==> src/rtl/umcr_pkg.sv <==
package umcr_pkg;

  // ************************************************************
  // bus and register map
  // ************************************************************
  localparam int          ADDR_W     = 5;
  localparam int          DATA_W     = 32;
  localparam int          GPIO_W     = 8;
  localparam logic [4:0]  OFF_MLC    = 5'h00;  // modem_line_control
  localparam logic [4:0]  OFF_EFR    = 5'h04;  // enhanced_feature_reg
  localparam logic [4:0]  OFF_IOCFG  = 5'h08;  // io_pin_config_reg
  localparam logic [4:0]  OFF_IOLVL  = 5'h0C;  // io_pin_level_reg
  localparam logic [4:0]  OFF_MLS    = 5'h10;  // modem_line_status
  localparam logic [4:0]  OFF_IODIR  = 5'h14;  // general pin direction

  // ************************************************************
  // modem_line_control fields
  // ************************************************************
  localparam int          MLC_DIV4   = 7;
  localparam int          MLC_IRDA   = 6;
  localparam int          MLC_XANY   = 5;
  localparam int          MLC_LOOP   = 4;
  localparam int          MLC_THR    = 2;
  localparam int          MLC_RTS    = 1;
  localparam int          MLC_DTR    = 0;
  localparam logic [7:0]  MLC_GATED  = 8'hE4;  // bits 7:5 and 2
  localparam logic [7:0]  MLC_FREE   = 8'h13;  // bits 4, 1, 0
  localparam logic [7:0]  MLC_RST    = 8'h00;

  // ************************************************************
  // other fields and reset values
  // ************************************************************
  localparam int          EFR_WEN    = 4;
  localparam int          EFR_ARTS   = 6;
  localparam int          IOCFG_DTR5 = 1;
  localparam int          IOCFG_DTR1 = 2;
  localparam int          DTR_PIN_A  = 5;
  localparam int          DTR_PIN_B  = 1;
  localparam int          MLS_CTS    = 4;
  localparam int          MLS_DSR    = 5;
  localparam logic [7:0]  REG_RST    = 8'h00;
  localparam logic [1:0]  PRE_DIV4   = 2'h3;  // last count of divide by 4

endpackage

==> src/rtl/umcr_ctl_if.sv <==
`timescale 1ns/1ps
// control bits handed from the register file to the datapath
interface umcr_ctl_if;
  logic div4;
  logic loopback;
  logic rts_bit;
  logic dtr_bit;

  modport ctl (output div4, loopback, rts_bit, dtr_bit);
  modport dp  (input  div4, loopback, rts_bit, dtr_bit);
endinterface

==> src/rtl/umcr_loop.sv <==
`timescale 1ns/1ps
// serial and modem line routing, with internal loopback
module umcr_loop (
  input  wire logic clock_i,
  input  wire logic sys_rst_i,
  umcr_ctl_if.dp    ctl,
  input  wire logic tx_core_i,
  input  wire logic rx_pin_i,
  input  wire logic cts_n_i,
  input  wire logic dsr_n_i,
  output logic      tx_o,
  output logic      rx_core_o,
  output logic      mls_cts_o,
  output logic      mls_dsr_o
);
  import umcr_pkg::*;

  wire tx_nxt;
  wire rx_nxt;
  wire cts_nxt;
  wire dsr_nxt;

  assign tx_nxt  = ctl.loopback ? 1'b1 : tx_core_i;  // pin idles at mark
  assign rx_nxt  = ctl.loopback ? tx_core_i : rx_pin_i;
  assign cts_nxt = ctl.loopback ? ctl.rts_bit : !cts_n_i;
  assign dsr_nxt = ctl.loopback ? ctl.dtr_bit : !dsr_n_i;

  // registered line outputs
  always_ff @(posedge clock_i or posedge sys_rst_i) begin
    if (sys_rst_i) begin
      tx_o      <= 1'b1;
      rx_core_o <= 1'b1;
      mls_cts_o <= 1'b0;
      mls_dsr_o <= 1'b0;
    end else begin
      tx_o      <= tx_nxt;
      rx_core_o <= rx_nxt;
      mls_cts_o <= cts_nxt;
      mls_dsr_o <= dsr_nxt;
    end
  end
endmodule

==> src/rtl/umcr_prescale.sv <==
`timescale 1ns/1ps
// input clock prescaler: a tick every cycle or every fourth
module umcr_prescale (
  input  wire logic clock_i,
  input  wire logic sys_rst_i,
  umcr_ctl_if.dp    ctl,
  output logic      tick_o
);
  import umcr_pkg::*;

  logic [1:0] cnt_r;
  logic [1:0] cnt_nxt;
  logic       wrap;

  // count wraps at the divide-by-4 end, or every cycle
  assign wrap    = !ctl.div4 || (cnt_r == PRE_DIV4);
  assign cnt_nxt = wrap ? 2'h0 : 2'(cnt_r + 2'h1);

  always_ff @(posedge clock_i or posedge sys_rst_i) begin
    if (sys_rst_i) begin
      cnt_r  <= 2'h0;
      tick_o <= 1'b0;
    end else begin
      cnt_r  <= cnt_nxt;
      tick_o <= wrap;
    end
  end
endmodule

==> src/rtl/umcr_top.sv <==
`timescale 1ns/1ps
// Summary of operation
// - Bit 7 set divides the input clock by four before baud use, else by one.
// - Bit 6 set puts the channel in infrared mode, clear gives plain UART.
// - Bit 5 set enables resume on any received character.
// - Bit 4 set loops the transmit output into the receive input inside.
// - In loopback the two low control bits appear as status bits 4 and 5.
// - Bit 2 set opens access to the threshold and trigger level registers.
// - Bit 1 at 0 drives the active-low RTS high, at 1 drives it low.
// - With automatic RTS enabled the flow logic drives RTS instead of bit 1.
// - Bit 0 drives DTR only on a general pin configured as DTR.
// - Level register writes leave a general pin serving as DTR unchanged.
// - On a DTR pin bit 0 at 0 gives high, and bit 0 at 1 gives low.
// - Bits 7 to 5 and bit 2 change only while the feature write enable is set.
module umcr_top #(
  parameter int GPIO_W = umcr_pkg::GPIO_W
) (
  input  wire logic                          clock_i,
  input  wire logic                          sys_rst_i,
  // Avalon-MM slave
  input  wire logic [umcr_pkg::ADDR_W-1:0]   avs_address_i,
  input  wire logic                          avs_read_i,
  input  wire logic                          avs_write_i,
  input  wire logic [umcr_pkg::DATA_W-1:0]   avs_writedata_i,
  input  wire logic [3:0]                    avs_byteenable_i,
  output logic      [umcr_pkg::DATA_W-1:0]   avs_readdata_o,
  output logic                               avs_waitrequest_o,
  // channel core side
  input  wire logic                          tx_core_i,
  input  wire logic                          hw_rts_n_i,
  output logic                               rx_core_o,
  output logic                               baud_tick_o,
  output logic                               irda_mode_o,
  output logic                               xon_any_o,
  output logic                               thr_access_o,
  // modem and serial pins
  input  wire logic                          rx_i,
  input  wire logic                          cts_n_i,
  input  wire logic                          dsr_n_i,
  output logic                               tx_o,
  output logic                               rts_n_o,
  // general pins, two-way
  input  wire logic [GPIO_W-1:0]             gpio_i,
  output logic      [GPIO_W-1:0]             gpio_o,
  output logic      [GPIO_W-1:0]             gpio_oe_n_o
);
  import umcr_pkg::*;

  localparam int SYNC_W = GPIO_W + 3;

  // ************************************************************
  // pin synchronisers
  // ************************************************************
  logic [SYNC_W-1:0] sync1_r;
  logic [SYNC_W-1:0] sync2_r;
  wire               rx_s;
  wire               cts_n_s;
  wire               dsr_n_s;
  wire  [GPIO_W-1:0] gpio_s;

  // two flops on every pin input
  always_ff @(posedge clock_i or posedge sys_rst_i) begin
    if (sys_rst_i) begin
      sync1_r <= '1;
      sync2_r <= '1;
    end else begin
      sync1_r <= {gpio_i, dsr_n_i, cts_n_i, rx_i};
      sync2_r <= sync1_r;
    end
  end

  // synchronised pin levels
  assign rx_s    = sync2_r[0];
  assign cts_n_s = sync2_r[1];
  assign dsr_n_s = sync2_r[2];
  assign gpio_s  = sync2_r[SYNC_W-1:3];

  // ************************************************************
  // register storage
  // ************************************************************
  logic [7:0]        mlc_r;
  logic [7:0]        mlc_nxt;
  logic [7:0]        efr_r;
  logic [7:0]        iocfg_r;
  logic [GPIO_W-1:0] iolvl_r;
  logic [GPIO_W-1:0] iodir_r;
  logic              wait_r;
  logic [DATA_W-1:0] rdata_nxt;
  logic [7:0]        mlc_mask;

  // ************************************************************
  // bus decode
  // ************************************************************
  wire [4:0] word_addr;
  wire       req;
  wire       take;
  wire       wr_take;
  wire       wr_lane0;
  wire       sel_mlc;
  wire       sel_efr;
  wire       sel_iocfg;
  wire       sel_iolvl;
  wire       sel_mls;
  wire       sel_iodir;
  wire [7:0] wbyte;

  // aligned word select, low address bits ignored
  assign word_addr = {avs_address_i[4:2], 2'b00};
  assign req       = avs_read_i || avs_write_i;
  assign take      = req && !wait_r;
  assign wr_take   = take && avs_write_i;
  assign wr_lane0  = wr_take && avs_byteenable_i[0];
  assign wbyte     = avs_writedata_i[7:0];
  assign sel_mlc   = (word_addr == OFF_MLC);
  assign sel_efr   = (word_addr == OFF_EFR);
  assign sel_iocfg = (word_addr == OFF_IOCFG);
  assign sel_iolvl = (word_addr == OFF_IOLVL);
  assign sel_mls   = (word_addr == OFF_MLS);
  assign sel_iodir = (word_addr == OFF_IODIR);

  // one wait cycle per request, then a one-cycle acknowledge
  always_ff @(posedge clock_i or posedge sys_rst_i) begin
    if (sys_rst_i) begin
      wait_r <= 1'b1;
    end else begin
      wait_r <= !(req && wait_r);
    end
  end

  // ************************************************************
  // modem_line_control write path
  // ************************************************************

  assign mlc_mask = efr_r[EFR_WEN] ? (MLC_GATED | MLC_FREE) : MLC_FREE;

  assign mlc_nxt = (mlc_r & ~mlc_mask) | (wbyte & mlc_mask);

  // control registers written over the bus
  always_ff @(posedge clock_i or posedge sys_rst_i) begin
    if (sys_rst_i) begin
      mlc_r   <= MLC_RST;
      efr_r   <= REG_RST;
      iocfg_r <= REG_RST;
    end else if (wr_lane0) begin
      if (sel_mlc) begin
        mlc_r <= mlc_nxt;
      end
      if (sel_efr) begin
        efr_r <= wbyte;
      end
      if (sel_iocfg) begin
        iocfg_r <= wbyte;
      end
    end
  end

  // general pin level and direction
  always_ff @(posedge clock_i or posedge sys_rst_i) begin
    if (sys_rst_i) begin
      iolvl_r <= '0;
      iodir_r <= '0;
    end else if (wr_lane0) begin
      if (sel_iolvl) begin
        iolvl_r <= wbyte[GPIO_W-1:0];
      end
      if (sel_iodir) begin
        iodir_r <= wbyte[GPIO_W-1:0];
      end
    end
  end

  // ************************************************************
  // datapath modules
  // ************************************************************
  umcr_ctl_if ctl_if ();
  wire        mls_cts;
  wire        mls_dsr;

  // control bits onto the carrier
  assign ctl_if.div4     = mlc_r[MLC_DIV4];
  assign ctl_if.loopback = mlc_r[MLC_LOOP];
  assign ctl_if.rts_bit  = mlc_r[MLC_RTS];
  assign ctl_if.dtr_bit  = mlc_r[MLC_DTR];

  umcr_prescale u_prescale (
    .clock_i   (clock_i),
    .sys_rst_i (sys_rst_i),
    .ctl       (ctl_if.dp),
    .tick_o    (baud_tick_o)
  );

  umcr_loop u_loop (
    .clock_i   (clock_i),
    .sys_rst_i (sys_rst_i),
    .ctl       (ctl_if.dp),
    .tx_core_i (tx_core_i),
    .rx_pin_i  (rx_s),
    .cts_n_i   (cts_n_s),
    .dsr_n_i   (dsr_n_s),
    .tx_o      (tx_o),
    .rx_core_o (rx_core_o),
    .mls_cts_o (mls_cts),
    .mls_dsr_o (mls_dsr)
  );

  // ************************************************************
  // read path
  // ************************************************************
  wire [7:0] mls_val;
  wire [7:0] lvl_val;
  wire [7:0] dir_val;

  assign mls_val = {2'b00, mls_dsr, mls_cts, 4'h0};
  assign lvl_val = 8'(gpio_s);
  assign dir_val = 8'(iodir_r);

  // read mux, unmapped words read zero
  always_comb begin
    rdata_nxt = '0;
    if (sel_mlc) begin
      rdata_nxt[7:0] = mlc_r;
    end else if (sel_efr) begin
      rdata_nxt[7:0] = efr_r;
    end else if (sel_iocfg) begin
      rdata_nxt[7:0] = iocfg_r;
    end else if (sel_iolvl) begin
      rdata_nxt[7:0] = lvl_val;
    end else if (sel_mls) begin
      rdata_nxt[7:0] = mls_val;
    end else if (sel_iodir) begin
      rdata_nxt[7:0] = dir_val;
    end
  end

  // read data loaded in the wait cycle, stands at the acknowledge
  always_ff @(posedge clock_i or posedge sys_rst_i) begin
    if (sys_rst_i) begin
      avs_readdata_o <= '0;
    end else if (req && wait_r && avs_read_i) begin
      avs_readdata_o <= rdata_nxt;
    end
  end

  // waitrequest straight from its flop
  assign avs_waitrequest_o = wait_r;

  // ************************************************************
  // modem control outputs
  // ************************************************************
  wire rts_n_nxt;
  wire [GPIO_W-1:0] dtr_sel;
  wire [GPIO_W-1:0] gpio_nxt;
  wire [GPIO_W-1:0] gpio_oe_n_nxt;

  assign rts_n_nxt = efr_r[EFR_ARTS] ? hw_rts_n_i : !mlc_r[MLC_RTS];

  genvar g;
  generate
    for (g = 0; g < GPIO_W; g++) begin : g_pin
      if (g == DTR_PIN_A) begin : g_a
        assign dtr_sel[g] = iocfg_r[IOCFG_DTR5];
      end else if (g == DTR_PIN_B) begin : g_b
        assign dtr_sel[g] = iocfg_r[IOCFG_DTR1];
      end else begin : g_n
        assign dtr_sel[g] = 1'b0;
      end
      assign gpio_nxt[g] = dtr_sel[g] ? !mlc_r[MLC_DTR] : iolvl_r[g];
      assign gpio_oe_n_nxt[g] = !(dtr_sel[g] || iodir_r[g]);
    end
  endgenerate

  // registered pin and mode outputs
  always_ff @(posedge clock_i or posedge sys_rst_i) begin
    if (sys_rst_i) begin
      rts_n_o      <= 1'b1;
      gpio_o       <= '0;
      gpio_oe_n_o  <= '1;
      irda_mode_o  <= 1'b0;
      xon_any_o    <= 1'b0;
      thr_access_o <= 1'b0;
    end else begin
      rts_n_o      <= rts_n_nxt;
      gpio_o       <= gpio_nxt;
      gpio_oe_n_o  <= gpio_oe_n_nxt;
      irda_mode_o  <= mlc_r[MLC_IRDA];
      xon_any_o    <= mlc_r[MLC_XANY];
      thr_access_o <= mlc_r[MLC_THR];
    end
  end

endmodule

==> config.mk <==
export PLATFORM = sky130hd
export DESIGN_NAME = umcr_top
export DESIGN_NICKNAME = d
export VERILOG_FILES = /design/src/rtl/umcr_pkg.sv /design/src/rtl/umcr_ctl_if.sv /design/src/rtl/umcr_loop.sv /design/src/rtl/umcr_prescale.sv /design/src/rtl/umcr_top.sv
export SDC_FILE = /design/constraint.sdc
export NUM_CORES = 1
export LEC_CHECK = 0
export ABC_AREA = 1
export BUFFER_PORTS_ARGS = -buffer_cell sky130_fd_sc_hd__buf_2
export CAP_MARGIN = 40
export CELL_PAD_IN_SITES_DETAIL_PLACEMENT = 0
export CELL_PAD_IN_SITES_GLOBAL_PLACEMENT = 1
export CORE_MARGIN = 10
export CORE_UTILIZATION = 35
export DETAILED_ROUTE_END_ITERATION = 8
export PLACE_DENSITY_LB_ADDON = 0.25
export SETUP_SLACK_MARGIN = 0.4
export SYNTH_ARGS = -nofsm -noshare
export SYNTH_HDL_FRONTEND = slang
export SYNTH_HIERARCHICAL = 1
export SYNTH_SLANG_ARGS = --single-unit
==> constraint.sdc <==
create_clock -name clock_i -period 5.1 [get_ports clock_i]
set_input_delay 0.765 -clock clock_i [delete_from_list [all_inputs] [get_ports clock_i]]
set_output_delay 0.765 -clock clock_i [all_outputs]
set_load 0.01 [all_outputs]
# After elaboration in Yosys (flattened, before gate mapping)
# Cells that the tools add are included.
# word_totals
in_bits,58
register_bits,98
output_inout_bits,56
wordCells,77
# op_classes
reduce_logical,30
addsub,1
mux,15
n_eq_ne,6
bitwise_logic,4
# ops
cell,count
$mux 8,7
$and 8x8->8,2
$logic_not 1->1,15
$reduce_and 2->1,5
$not 8->8,1
$or 8x8->8,1
$mux 1,7
$eq 3x2->1 const B,2
$eq 3x3->1 const B,2
$logic_and 1x1->1,5
$logic_not 5->1,1
$logic_or 1x1->1,4
$eq 3x1->1 const B,1
$add 2x1->2 const B,1
$eq 2x2->1 const B,1
$mux 2,1

# Depth between registers and ports, before layout
# depth
word_depth,7
ltp_mapped,8
depth_no_buf,7

# Modules after synthesis
# The synthesis kept the hierarchy.
# by_module_without_submodules
mod,area_per_inst_um2,seq_area_each_um2,cells_each,n_inst
umcr_top,3550.9,2292.2,338,1
umcr_loop,145.1,102.6,14,1
umcr_prescale,112.6,75.1,10,1

# Worst setup path before layout
# Ideal clock, no wire load.
# synth_timing
kind,input to register
start,input port avs_address_i[4] (netlist bit)
end,register iocfg_r[1]
setup_ps,119
arrival_time_ps,1601
path_slack_ps,3379
required_time_ps,4981
n_path_buf,2
path_stages,6
path_cell_list,buf_4 > nor3_4 > nand2_4 > buf_6 > nand2_1 > o21ai_2
# synth_between
elab_chain_cells,2
# synth_rtl
item,line_no,text
start: declaration,umcr_top.sv:21,"input wire logic [umcr_pkg::ADDR_W-1:0] avs_address_i,"
$eq 3x2->1,umcr_top.sv:116,assign sel_iocfg = (word_addr == OFF_IOCFG);
$reduce_and 2->1 (no line),-,
end signal: assignment,umcr_top.sv:152,iocfg_r <= wbyte;
end: declaration,umcr_top.sv:84,logic [7:0] iocfg_r;
# No other way between the ends.
# A chain may end at the register's enable or synchronous reset.

# Worst setup path after layout
# layout_timing
start,"register wait_r, in the netlist avs_waitrequest_o"
end,output port avs_waitrequest_o
# layout_rtl
item,line_no,text
start: declaration,umcr_top.sv:87,logic wait_r;
start signal: assignment,umcr_top.sv:126,wait_r <= !(req && wait_r);
end: declaration,umcr_top.sv:27,"output logic avs_waitrequest_o,"
# No word-level cell between the ends.

==> flow_metrics.tcl <==
set metrics [dict create \
    synth_cell_type_count 25 \
    rows 38 \
    synth_top_area_frac 0.414 \
    ys_top_cells_by_count "nand2_1 (89), dfrtp_1 (63), o21ai_0 (45)" \
    met3_usage 0.0400 \
    synthFlopType "dfrtp_1" \
    critPathBufInv 1 \
    ir_drop_v 0.000143 \
    clock_latency_ns 0.36 \
    power_mw 1.70 \
    fin_crit_sh 0.356 \
    post_cts_resized 0 \
    cts.sinks 97 \
    critical_path.startpoint_type "flip-flop" \
    die_area_mm2 0.0155 \
    num-fill-cells 1127 \
    setup_violations 0 \
    synth-edff-count 0 \
    die_x_um 124 \
    cts_root_buffer "clkbuf_8" \
    min_path_type "primary input to asynchronous set/reset pin" \
    syn_area_mm2 0.00381 \
    fin_nets 486 \
    grt_overflow 0 \
    grt_max_degree 40 \
    gp_congestion 0.755 \
    drv_slew 0 \
    drt_wl_total_mm 8.26 \
    setup_ws_ns 3.29 \
    crit_type "flip-flop to primary output" \
    clock_path_buffers 2 \
    synth_area_leaders "dfrtp_1 (41%), dfstp_2 (23%), nand2_1 (8.8%)" \
    clk_pin_slew_worst_paths_ns 0.09 \
    drc 0 \
    crit_chain "buf_2" \
    largest_registers "sync1_r x11, sync2_r x11" \
    status "complete, no violations" \
    synth.most_common_cell "nand2_1" \
    maxCapViolations 0 \
    ys_seq_elements 97 \
    area_delta_synth_final_pct 13.8 \
    syn-instance-count 362 \
    p_leak_nw 2.20 \
    slowest_stage "dfstp_2" \
    p_per_area_mw_per_mm2 393 \
    busiest_layer "met2" \
    die_height_um 124 \
    globalRouteMet2Util 0.160 \
    post_cts_buffers 0 \
    min_period_ns 1.81 \
    ctsHoldBuffers 0 \
    end_kind "primary output" \
    antenna_cells 0 \
    grt_pass1_wl_mm 13.6 \
    core_region_area_mm2 0.0107 \
    firstDrtPassIters 4 \
    routedWlPerCell_um 14.4 \
    fin_setup_tns_ns 0 \
    dp_hpwl_mm 6.02 \
    synth.largest_area_cell "dfrtp_1" \
    place_ws_ns 3.10 \
    grt_pass1_vias 2563 \
    vias_per_cell 4.28 \
    rsz0062_at_grt "false" \
    critPathMaxFanout 4 \
    initial_core_util 0.354 \
    cts_tree "yes" \
    finalHoldViolCount 0 \
    cp_top_family "flip-flops" \
    yosysSeqAreaShare 0.648 \
    arrival_ns 1.05 \
    syn_avg_cell_area_um2 10.5 \
    io_buffers 60 \
    finish.instance_area_mm2 0.00433 \
    num_io_pins 114 \
    via_count 2450 \
    drtIter0Drc 162 \
    postRouteAntennaNets 0 \
    max_freq_mhz 551 \
    yosys_warnings 6 \
    finClkSkew_ns 0.00762 \
    place_area_mm2 0.00414 \
    antenna_found_initial 0 \
    cts-buffers-inserted 9 \
    use_met1 0.142 \
    slowest_delay_ns 0.57 \
    grt.total_usage 0.108 \
    cts-htree-levels 3 \
    synthArstFlopShare 1.00 \
    required_ns 4.34 \
    drive_gt1_frac 0.315 \
]
==> through the flow <==
step	std cells	utilization	hold WS, ns
global route	572	0.403	0.279
global placement	555	0.384	0.347
CTS	572	0.403	0.277
finish	572	0.403	0.285
detailed placement	556	0.385	0.349
floorplan	385	-	0.345
==> cells in the final DEF (no fill, tap or decap) <==
master and count:
a21oi_1 2, buf_12 1, buf_2 60, buf_4 1
clkbuf_1 1, clkbuf_16 1, clkbuf_8 10, clkinv_2 3
clkinv_4 1, conb_1 24, dfrtp_1 63, dfstp_2 34
ha_1 1, inv_1 32, inv_2 4, inv_4 1
nand2_1 89, nand2_2 4, nand2_4 3, nand3_1 11
nand3_2 1, nand4_1 4, nor2_1 21, nor2_4 1
nor3_4 1, o211ai_1 1, o21ai_0 45, o21ai_1 1
o21ai_2 8, or2_1 1, or2_2 2
==> report_power, final <==
part           switching, mW  total [mW]  internal (mW)
Clock                  0.256       0.477          0.220
Combinational          0.152       0.248         0.0963
Sequential            0.0668       0.979          0.912
Total                  0.475        1.70           1.23
==> worst paths after layout <==
| check | from | endpoint | cells past startpoint | slack [ns] |
|---|---|---|---|---|
| min | sys_rst_i | u_prescale/tick_o | 2 | 0.29 |
| min reg2reg | sync1_r[3] | sync2_r[3] | 0 | 0.36 |
| max in group asynchronous | sys_rst_i | sync1_r[3] | 3 | 3.92 |
| max | avs_waitrequest_o | avs_waitrequest_o | 1 | 3.29 |
| max reg2reg | avs_waitrequest_o | avs_readdata_o[6] | 4 | 3.68 |
| min in group clock_i | sync1_r[3] | sync2_r[3] | 0 | 0.36 |
==> cell families after synthesis <==
family	count (synthesis)	share of synthesized area
other	1	0.000985
and+or+nand+nor	138	0.160
AOI/OAI and AO/OA	57	0.0834
buffers and inverters	68	0.104
DFF	97	0.648
adders and majority gates	1	0.00328
==> area by class of cell <==
cell class              instances  area, um^2  share of cell area
flip-flops and latches         97        2470               0.570
well taps                     140         175              0.0404
clock inverters                 4        25.0             0.00578
clock buffers                  12         166              0.0384
inverters                      37         140              0.0323
repair buffers                 62         328              0.0757
multi-input cells             220        1030               0.237
==> metal layers <==
metal,wire length (um),part of all wire
met1,4000,0.48
met5,0,0
met2,3640,0.44
met4,93,0.011
met3,526,0.064
(Power assumes the default switching activity.)
